<file path="config.mk">
export PLATFORM = sky130hd
export DESIGN_NAME = temp_sample_fifo_status
export DESIGN_NICKNAME = d
export VERILOG_FILES = /design/src/include/fifo_status_pkg.sv /design/src/hw/temp_sample_fifo_status.sv /design/src/hw/sample_store.sv /design/src/hw/irq_block.sv
export VERILOG_INCLUDE_DIRS = /design/src /design/src/include
export SDC_FILE = /design/constraint.sdc
export NUM_CORES = 1
export LEC_CHECK = 0
export BUFFER_PORTS_ARGS = -buffer_cell sky130_fd_sc_hd__buf_2
export CORE_ASPECT_RATIO = 1.2
export CORE_MARGIN = 4
export CORE_UTILIZATION = 35
export CTS_CLUSTER_DIAMETER = 120
export DETAILED_ROUTE_END_ITERATION = 12
export GPL_ROUTABILITY_DRIVEN = 0
export PLACE_DENSITY_LB_ADDON = 0.05
export RECOVER_POWER = 100
export SYNTH_ARGS = -nofsm -noshare
export SYNTH_HDL_FRONTEND = slang
export SYNTH_SLANG_ARGS = --single-unit
</file>
<file path="constraint.sdc">
create_clock -name ref_clk_i -period 3.6 [get_ports ref_clk_i]
set_clock_uncertainty 0.05 [all_clocks]
set_input_delay 0.72 -clock ref_clk_i [delete_from_list [all_inputs] [get_ports ref_clk_i]]
set_output_delay 0.72 -clock ref_clk_i [all_outputs]
set_load 0.02 [all_outputs]
</file>
<file path="src/include/fifo_status_map.svh">
// register offsets, fields, reset values and sizes of the sample fifo status
`ifndef FIFO_STATUS_MAP_SVH
`define FIFO_STATUS_MAP_SVH

`define FS_OFF_LOST_COUNT   12'h006
`define FS_OFF_STORED_COUNT 12'h007
`define FS_OFF_READ_PORT    12'h008
`define FS_OFF_THRESHOLD    12'h009
`define FS_OFF_CONFIG2      12'h00a
`define FS_OFF_IRQ_STATUS   12'h00c
`define FS_OFF_IRQ_MASK     12'h00d
`define FS_OFF_POINTERS     12'h00e

`define FS_THRESHOLD_RESET  6'h1f
`define FS_CONFIG_RO_BIT    1
`define FS_CONFIG_FLUSH_BIT 4
`define FS_LOST_MAX         6'h3f
`define FS_DEPTH            7'h40

`define FS_IRQ_ALMOST_FULL  0
`define FS_IRQ_OVERFLOW     1
`define FS_IRQ_WIDTH        2

`endif

</file>
<file path="src/include/fifo_status_pkg.sv">
// types shared by the sample fifo status block
package fifo_status_pkg;

   typedef struct packed {
      logic       valid;
      logic [7:0] data;
   } sample_t;

   typedef struct packed {
      logic       push;
      logic       pop;
      logic       drop_oldest;
      logic       drop_newest;
   } fifo_op_t;

   typedef enum logic [1:0] {
      APB_IDLE   = 2'b00,
      APB_ACCESS = 2'b01
   } apb_state_t;

endpackage

</file>
<file path="src/hw/temp_sample_fifo_status.sv">
// sample fifo with count, lost-sample counter, threshold and apb registers
//
// Design decision made here: register access over APB.
`timescale 1ns/1ps
`include "fifo_status_map.svh"

module temp_sample_fifo_status #(
   parameter int DEPTH = 64,
   parameter int AW    = 6
) (
   input  wire logic        ref_clk_i,
   input  wire logic        rst_b_i,
   input  wire logic        psel_i,
   input  wire logic        penable_i,
   input  wire logic        pwrite_i,
   input  wire logic [11:0] paddr_i,
   input  wire logic [31:0] pwdata_i,
   input  wire logic [3:0]  pstrb_i,
   output logic      [31:0] prdata_o,
   output logic             pready_o,
   output logic             pslverr_o,
   input  wire fifo_status_pkg::sample_t sample_i,
   input  wire logic        force_roll_i,
   output logic      [AW-1:0] write_pointer_o,
   output logic      [AW-1:0] read_pointer_o,
   output logic             roll_on_full_o,
   output logic             almost_full_o,
   output logic             irq_o
);

   logic [AW-1:0] write_pointer_q;
   logic [AW-1:0] write_pointer_d;
   logic [AW-1:0] read_pointer_q;
   logic [AW-1:0] read_pointer_d;
   logic [6:0]    stored_count_q;
   logic [6:0]    stored_count_d;
   logic [5:0]    lost_sample_count_q;
   logic [5:0]    lost_sample_count_d;
   logic [5:0]    threshold_q;
   logic [5:0]    threshold_d;
   logic          roll_on_full_q;
   logic          roll_on_full_d;
   logic [7:0]    read_port_q;
   logic [7:0]    read_port_d;
   logic          almost_full_q;
   logic          almost_full_d;
   logic [31:0]   prdata_q;
   logic [31:0]   prdata_d;
   logic          pslverr_q;
   logic          pslverr_d;
   logic          pop_armed_q;
   logic          pop_armed_d;
   fifo_status_pkg::apb_state_t state_q;
   fifo_status_pkg::apb_state_t state_d;
   fifo_status_pkg::fifo_op_t   op;

   logic          full;
   logic          wr_access;
   logic          rd_access;
   logic          flush;
   logic          pop_req;
   logic          store_we;
   logic [7:0]    store_rd;
   logic [`FS_IRQ_WIDTH-1:0] irq_event;
   logic [`FS_IRQ_WIDTH-1:0] irq_clear;
   logic [`FS_IRQ_WIDTH-1:0] irq_status;
   logic [`FS_IRQ_WIDTH-1:0] irq_mask;
   logic          mask_we;

   function automatic logic addr_hit(input logic [11:0] a,
                                     input logic [11:0] off);
      return a == (off << 2);
   endfunction

   function automatic logic [6:0] level_of(input logic [5:0] thr);
      return 7'(`FS_DEPTH - {1'b0, thr});
   endfunction

   // apb: no wait cycle, ready in the first access cycle, answer taken in the setup phase
   always_comb begin
      state_d = state_q;
      case (state_q)
         fifo_status_pkg::APB_IDLE: begin
            if (psel_i && !penable_i) begin
               state_d = fifo_status_pkg::APB_ACCESS;
            end
         end
         fifo_status_pkg::APB_ACCESS: begin
            state_d = fifo_status_pkg::APB_IDLE;
         end
         default: state_d = fifo_status_pkg::APB_IDLE;
      endcase
   end

   assign pready_o  = state_q == fifo_status_pkg::APB_ACCESS;
   assign wr_access = pready_o && psel_i && penable_i && pwrite_i;
   assign rd_access = pready_o && psel_i && penable_i && !pwrite_i;

   // decode is registered in the setup cycle so data is a flop in access
   always_comb begin
      prdata_d    = prdata_q;
      pslverr_d   = pslverr_q;
      pop_armed_d = pop_armed_q;
      if (psel_i && !penable_i) begin
         pslverr_d   = 1'b0;
         pop_armed_d = 1'b0;
         prdata_d    = 32'h0000_0000;
         if (addr_hit(paddr_i, `FS_OFF_LOST_COUNT)) begin
            prdata_d[5:0] = lost_sample_count_q;
         end else if (addr_hit(paddr_i, `FS_OFF_STORED_COUNT)) begin
            prdata_d[6:0] = stored_count_q;
         end else if (addr_hit(paddr_i, `FS_OFF_READ_PORT)) begin
            // head sample; the pop happens when the access completes
            prdata_d[7:0] = (stored_count_q != 7'h00) ? store_rd
                                                    : read_port_q;
            // pop only what was shown; a push after setup stays stored
            pop_armed_d = stored_count_q != 7'h00;
         end else if (addr_hit(paddr_i, `FS_OFF_THRESHOLD)) begin
            prdata_d[5:0] = threshold_q;
         end else if (addr_hit(paddr_i, `FS_OFF_CONFIG2)) begin
            prdata_d[`FS_CONFIG_RO_BIT] = roll_on_full_q;
         end else if (addr_hit(paddr_i, `FS_OFF_IRQ_STATUS)) begin
            prdata_d[`FS_IRQ_WIDTH-1:0] = irq_status;
         end else if (addr_hit(paddr_i, `FS_OFF_IRQ_MASK)) begin
            prdata_d[`FS_IRQ_WIDTH-1:0] = irq_mask;
         end else if (addr_hit(paddr_i, `FS_OFF_POINTERS)) begin
            prdata_d[AW-1:0]   = write_pointer_q;
            prdata_d[AW+7:8]   = read_pointer_q;
         end else begin
            pslverr_d = 1'b1;
         end
      end
      // a shown head that rolls away must not cost a second sample
      if (op.drop_oldest) begin
         pop_armed_d = 1'b0;
      end
   end

   // register writes; read-only addresses ignore writes silently
   assign mask_we = wr_access && addr_hit(paddr_i, `FS_OFF_IRQ_MASK)
                    && pstrb_i[0];
   assign flush   = wr_access && addr_hit(paddr_i, `FS_OFF_CONFIG2)
                    && pstrb_i[0] && pwdata_i[`FS_CONFIG_FLUSH_BIT];
   assign pop_req = rd_access && addr_hit(paddr_i, `FS_OFF_READ_PORT)
                    && pop_armed_q;

   always_comb begin
      irq_clear = '0;
      if (wr_access && addr_hit(paddr_i, `FS_OFF_IRQ_STATUS) && pstrb_i[0]) begin
         irq_clear = pwdata_i[`FS_IRQ_WIDTH-1:0];
      end
   end

   always_comb begin
      threshold_d    = threshold_q;
      roll_on_full_d = roll_on_full_q;
      if (wr_access && pstrb_i[0]) begin
         if (addr_hit(paddr_i, `FS_OFF_THRESHOLD)) begin
            threshold_d = pwdata_i[5:0];
         end
         if (addr_hit(paddr_i, `FS_OFF_CONFIG2)) begin
            roll_on_full_d = pwdata_i[`FS_CONFIG_RO_BIT];
         end
      end
   end

   assign full           = stored_count_q == `FS_DEPTH;
   assign roll_on_full_o = roll_on_full_q | force_roll_i;

   // push/pop decision; a pop in the same cycle frees a slot first
   always_comb begin
      op.push        = 1'b0;
      op.pop         = pop_req && (stored_count_q != 7'h00);
      op.drop_oldest = 1'b0;
      op.drop_newest = 1'b0;
      if (sample_i.valid && !flush) begin
         if (!full || op.pop) begin
            op.push = 1'b1;
         end else if (roll_on_full_o) begin
            op.push        = 1'b1;
            op.drop_oldest = 1'b1;
         end else begin
            op.drop_newest = 1'b1;
         end
      end
   end

   assign store_we = op.push;

   always_comb begin
      write_pointer_d     = write_pointer_q;
      read_pointer_d      = read_pointer_q;
      stored_count_d      = stored_count_q;
      lost_sample_count_d = lost_sample_count_q;
      read_port_d         = read_port_q;
      if (op.push) begin
         write_pointer_d = write_pointer_q + 1'b1;
      end
      if (op.pop || op.drop_oldest) begin
         read_pointer_d = read_pointer_q + 1'b1;
      end
      if (op.pop) begin
         read_port_d = store_rd;
      end
      // count stays at 64 when the oldest is overwritten
      if (op.push && !op.pop && !op.drop_oldest) begin
         stored_count_d = stored_count_q + 7'h01;
      end else if (op.pop && !op.push) begin
         stored_count_d = stored_count_q - 7'h01;
      end
      if ((op.drop_oldest || op.drop_newest)
          && lost_sample_count_q != `FS_LOST_MAX) begin
         lost_sample_count_d = lost_sample_count_q + 6'h01;
      end
      if (flush) begin
         write_pointer_d     = '0;
         read_pointer_d      = '0;
         stored_count_d      = 7'h00;
         lost_sample_count_d = 6'h00;
      end
   end

   // level only rises on the crossing, so the event fires once
   always_comb begin
      almost_full_d = stored_count_q >= level_of(threshold_q);
   end

   always_comb begin
      irq_event = '0;
      irq_event[`FS_IRQ_ALMOST_FULL] = almost_full_d && !almost_full_q;
      irq_event[`FS_IRQ_OVERFLOW]    = op.drop_oldest | op.drop_newest;
   end

   always_ff @(posedge ref_clk_i or negedge rst_b_i) begin
      if (!rst_b_i) begin
         state_q             <= fifo_status_pkg::APB_IDLE;
         prdata_q            <= 32'h0000_0000;
         pslverr_q           <= 1'b0;
         pop_armed_q         <= 1'b0;
         write_pointer_q     <= '0;
         read_pointer_q      <= '0;
         stored_count_q      <= 7'h00;
         lost_sample_count_q <= 6'h00;
         threshold_q         <= `FS_THRESHOLD_RESET;
         roll_on_full_q      <= 1'b0;
         read_port_q         <= 8'h00;
         almost_full_q       <= 1'b0;
      end else begin
         state_q             <= state_d;
         prdata_q            <= prdata_d;
         pslverr_q           <= pslverr_d;
         pop_armed_q         <= pop_armed_d;
         write_pointer_q     <= write_pointer_d;
         read_pointer_q      <= read_pointer_d;
         stored_count_q      <= stored_count_d;
         lost_sample_count_q <= lost_sample_count_d;
         threshold_q         <= threshold_d;
         roll_on_full_q      <= roll_on_full_d;
         read_port_q         <= read_port_d;
         almost_full_q       <= almost_full_d;
      end
   end

   sample_store #(
      .DEPTH (DEPTH),
      .AW    (AW)
   ) u_store (
      .ref_clk_i (ref_clk_i),
      .rst_b_i   (rst_b_i),
      .wr_en_i   (store_we),
      .wr_addr_i (write_pointer_q),
      .wr_data_i (sample_i.data),
      .rd_addr_i (read_pointer_q),
      .rd_data_o (store_rd)
   );

   irq_block #(
      .W (`FS_IRQ_WIDTH)
   ) u_irq (
      .ref_clk_i    (ref_clk_i),
      .rst_b_i      (rst_b_i),
      .event_i      (irq_event),
      .clear_i      (irq_clear),
      .mask_we_i    (mask_we),
      .mask_wdata_i (pwdata_i[`FS_IRQ_WIDTH-1:0]),
      .status_o     (irq_status),
      .mask_o       (irq_mask),
      .irq_o        (irq_o)
   );

   assign prdata_o        = prdata_q;
   assign pslverr_o       = pslverr_q & pready_o;
   assign write_pointer_o = write_pointer_q;
   assign read_pointer_o  = read_pointer_q;
   assign almost_full_o   = almost_full_q;

endmodule // temp_sample_fifo_status

</file>
<file path="src/hw/sample_store.sv">
// flip-flop sample storage, one write and one read location per cycle
`timescale 1ns/1ps

module sample_store #(
   parameter int DEPTH = 64,
   parameter int AW    = 6
) (
   input  wire logic          ref_clk_i,
   input  wire logic          rst_b_i,
   input  wire logic          wr_en_i,
   input  wire logic [AW-1:0] wr_addr_i,
   input  wire logic [7:0]    wr_data_i,
   input  wire logic [AW-1:0] rd_addr_i,
   output logic      [7:0]    rd_data_o
);

   logic [7:0] mem_q [DEPTH];
   logic [7:0] mem_d [DEPTH];

   always_comb begin
      mem_d = mem_q;
      if (wr_en_i) begin
         mem_d[wr_addr_i] = wr_data_i;
      end
   end

   always_ff @(posedge ref_clk_i or negedge rst_b_i) begin
      if (!rst_b_i) begin
         for (int i = 0; i < DEPTH; i++) begin
            mem_q[i] <= 8'h00;
         end
      end else begin
         mem_q <= mem_d;
      end
   end

   assign rd_data_o = mem_q[rd_addr_i];

endmodule // sample_store

</file>
<file path="src/hw/irq_block.sv">
// sticky interrupt status, write-one-to-clear, with mask and level output
`timescale 1ns/1ps

module irq_block #(
   parameter int W = 2
) (
   input  wire logic         ref_clk_i,
   input  wire logic         rst_b_i,
   input  wire logic [W-1:0] event_i,
   input  wire logic [W-1:0] clear_i,
   input  wire logic         mask_we_i,
   input  wire logic [W-1:0] mask_wdata_i,
   output logic      [W-1:0] status_o,
   output logic      [W-1:0] mask_o,
   output logic              irq_o
);

   logic [W-1:0] status_q;
   logic [W-1:0] status_d;
   logic [W-1:0] mask_q;
   logic [W-1:0] mask_d;

   always_comb begin
      // set wins over a clear in the same cycle
      status_d = (status_q & ~clear_i) | event_i;
      mask_d   = mask_we_i ? mask_wdata_i : mask_q;
   end

   always_ff @(posedge ref_clk_i or negedge rst_b_i) begin
      if (!rst_b_i) begin
         status_q <= '0;
         mask_q   <= '0;
      end else begin
         status_q <= status_d;
         mask_q   <= mask_d;
      end
   end

   assign status_o = status_q;
   assign mask_o   = mask_q;
   assign irq_o    = |(status_q & mask_q);

endmodule // irq_block

</file>
==> results.yml <==
pwr:
  p_per_area_nw_per_um2: 781.4
  p_comb_share_pct: 30.5
  power.internal_mw: 17.69
  leakage_nw: 14.05
  fin_total_pwr_mw: 25.20
  ir_drop_uv: 372.3
  sw_frac_of_total_pct: 29.81
  p_switching_mw: 7.512
  clkPwrFrac_pct: 27.7
  seq_power_share_pct: 41.8
critical_path:
  slowest_stage: "or4_4"
  crit_chain: "clkbuf_1 > or4_4 > or4_4 > o211ai_4 > o211ai_1 > buf_12 > or3_1 > buf_4 > nor2_1 > buf_12 > mux2_2"
  required_ns: 4.04
  crit_path_max_incr_delay_ns: 0.57
  crit_type: "in2reg"
  ff2ff_setup_slack_ns: 0.11
  startpoint_type: "input port"
  worstSetupStartpoint: "paddr_i[1]"
  cp_max_fo: 10
  rr_startpoint: "read_pointer_o[1]"
  critPathCaptureType: "flip-flop"
  cp_data_arrival_time_ns: 3.99
  path_buf_inv: 4
  critPathTopFamily: "simple AND/OR/NAND/NOR gates"
grt:
  grt_pass1_vias: 17740
  grt_usage_pct: 19.03
  grt_pass1_wl_mm: 119.9
  met3_usage_pct: 2.841
  grt_overflow: 0
  grt_max_degree: 84
  grt_use_met1_pct: 26.16
  gr-usage-met2_pct: 32.25
  grt_antenna_before_repair: 0
  top_usage_layer: "met2"
die:
  coreArea_um2: 77910
  initial_core_util_pct: 35.37
  chipWidth_um: 264.2
  die_y_um: 315.4
  fp-row-count: 112
  io_pins: 112
  die-area_um2: 83320
routing:
  wl_per_cell_um: 25.15
  drt-initial-drc-count: 819
  firstDrtPassIters: 5
  antenna_left: 0
  drt-vias-per-instance: 5.303
  wl_mm: 78.08
  drc: 0
  vias: 16470
clock_tree:
  clock-sinks: 574
  cts_buffer_depth: 3
  postCtsSetupBuffers: 0
  cts_tree: "yes"
  clk_latency_ns: 0.61
  postCtsHoldBufs: 0
  cts_buffers: 69
  htreeDepth: 3
  root_buffer: "clkbuf_16"
  path_clk_slew_ns: 0.06
  cts_resized: 0
placement:
  place_inst: 2979
  dp_hpwl_mm: 52.73
  io_buffer_count: 64
  postPlaceCellArea_um2: 30890
timing:
  tightest_slew_ns: 2.702
  setup_tns_ns: 0
  slew-limit-headroom_pct: -80.14
  slew_viol_final: 79
  setup_viol: 0
  hold_viol: 0
  min_period_over_period_pct: 98.70
  rsz0062_at_grt: "no"
  period_minus_slack_ns: 3.553
  hold_ws_ns: 0.3008
  max_freq_ghz: 0.2814
status:
  violations: "max-capacitance violations, max-slew violations"
  run_status: "finished with violations"
logic_synthesis:
  synth.cell_area_um2: 27560
  netlist_instances: 1843
  syn_avg_cell_area_um2: 14.95
  synth_top_area_share_pct: 51.66
  synthArstFlopShare_pct: 100.0
  synth_cell_types: 78
  synth-edff-count: 0
  synth_ff_type: "dfrtp_1"
  synth_seq_cells: 574
  yosysSeqAreaShare_pct: 52.14
  synth_top_cell_by_area: "dfrtp_1"
  synth.area.top_cells: "dfrtp_1, mux2_2, mux4_2"
  yosysWarnings: 0
layout:
  syn_to_final_growth_pct: 17.00
  finalNetCount: 2105
  instances_no_fill: 3105
  layout-drive-gt1-share_pct: 46.05
  nFillCells: 7334
  design_area_um2: 32250
run:
  cap_violations: 1
worst_hold_path:
  hold_path.startpoint: "pwdata_i[3]"
  hold_class: "in2reg"
placed cells by master, fill, tap and decap left out, drive strengths merged, types with 3 or more instances in the layout:
cell type	netlist	routed
dfrtp	569	569
mux2	532	532
clkbuf	90	203
mux4	156	156
buf	66	150
nor2	91	91
nand2	47	47
a21oi	31	31
nor3	22	22
nand3	19	19
conb	1	18
ha	17	17
o21ai	17	17
clkinv	1	15
inv	11	14
nand4	13	13
xor2	11	11
a22o	10	10
mux2i	10	10
xnor2	9	9
a22oi	9	9
nand3b	8	8
or3	8	8
a21o	8	8
nor2b	8	8
or2	7	7
and3	6	6
o31ai	5	5
o211ai	5	5
dfstp	5	5
or4	5	5
nand2b	4	4
nor4	4	4
and2	3	3
o22ai	3	3
bufinv	0	3
flip-flops by register name, indices dropped and copies added, names as in the netlist:
name	count
pslverr_q	1
write_pointer_o	6
u_store.mem_q	512
read_pointer_o	6
read_port_q	8
stored_count_q	7
state_q	1
threshold_q	6
u_irq.status_o	2
prdata_o	14
u_irq.mask_o	2
lost_sample_count_q	6
roll_on_full_q	1
pop_armed_q	1
almost_full_o	1
layout make-up:
type,count,area (um^2),area share [%]
clock inverter,20,209.0,0.6480
inverter,12,45.04,0.1397
clock buffer,105,2064,6.402
multi-input combinational,1118,12340,38.26
timing repair buffer,249,1928,5.979
tap,1026,1284,3.981
sequential,574,14380,44.58
antenna,1,2.502,0.007760
power groups by stage:
stage / logic [mW] / clock network (mW) / registers, mW
after floorplan: 5.88 / 0 / 10.1
after global placement: 8.14 / 0 / 10.5
after detailed placement: 8.30 / 0 / 10.6
after CTS: 8.32 / 7.24 / 10.5
after global routing: 8.36 / 7.51 / 10.8
final: 7.70 / 6.98 / 10.5
logic make-up after synthesis:
logic type	count (synthesis)	synth area share [%]
buffers and inverters	168	2.660
muxes	698	35.17
and+or+nand+nor	254	5.779
xor gates and xnor gates	20	0.6356
AOI/OAI and AO/OA	110	2.756
adders and majority gates	18	0.8444
other	1	0.01361
DFF	574	52.14
cell usage after synthesis, types with 12 or more instances:
| cell type | number |
|---|---|
| a21oi_1 | 31 |
| buf_1 | 37 |
| buf_4 | 18 |
| clkbuf_1 | 90 |
| dfrtp_1 | 569 |
| ha_1 | 17 |
| mux2_1 | 16 |
| mux2_2 | 492 |
| mux2_4 | 24 |
| mux4_2 | 156 |
| nand2_1 | 47 |
| nand3_1 | 18 |
| nand4_1 | 12 |
| nor2_1 | 38 |
| nor2_2 | 38 |
| nor3_1 | 14 |
| o21ai_0 | 16 |
per-layer routing:
| layer | up-vias | share of wire (%) | wire (um) |
|---|---|---|---|
| met3 | 84 | 3.5 | 2760 |
| met1 | 8889 | 45 | 34840 |
| met5 | - | 0 | 0 |
| met4 | 0 | 1.7 | 1344 |
| met2 | 302 | 50 | 39130 |
| li1 | 7191 | - | - |
through the flow:
stage               utilization, %  worst slack, ns
floorplan                        -          -0.4210
finish                       41.39          0.04686
global placement             39.65          -0.4479
CTS                          42.56           0.1741
global route                 41.38          0.01847
detailed placement           39.65          -0.4780
final timing paths:
check,cells past startpoint,to
max,11,u_store.mem_q[316]
min,2,threshold_q[3]
max reg2reg,7,prdata_o[5]
min reg2reg,1,state_q[0]
max in group asynchronous,2,u_store.mem_q[484]
min in group asynchronous,1,stored_count_q[1]
Note: power is estimated with default switching activity, not from simulation.
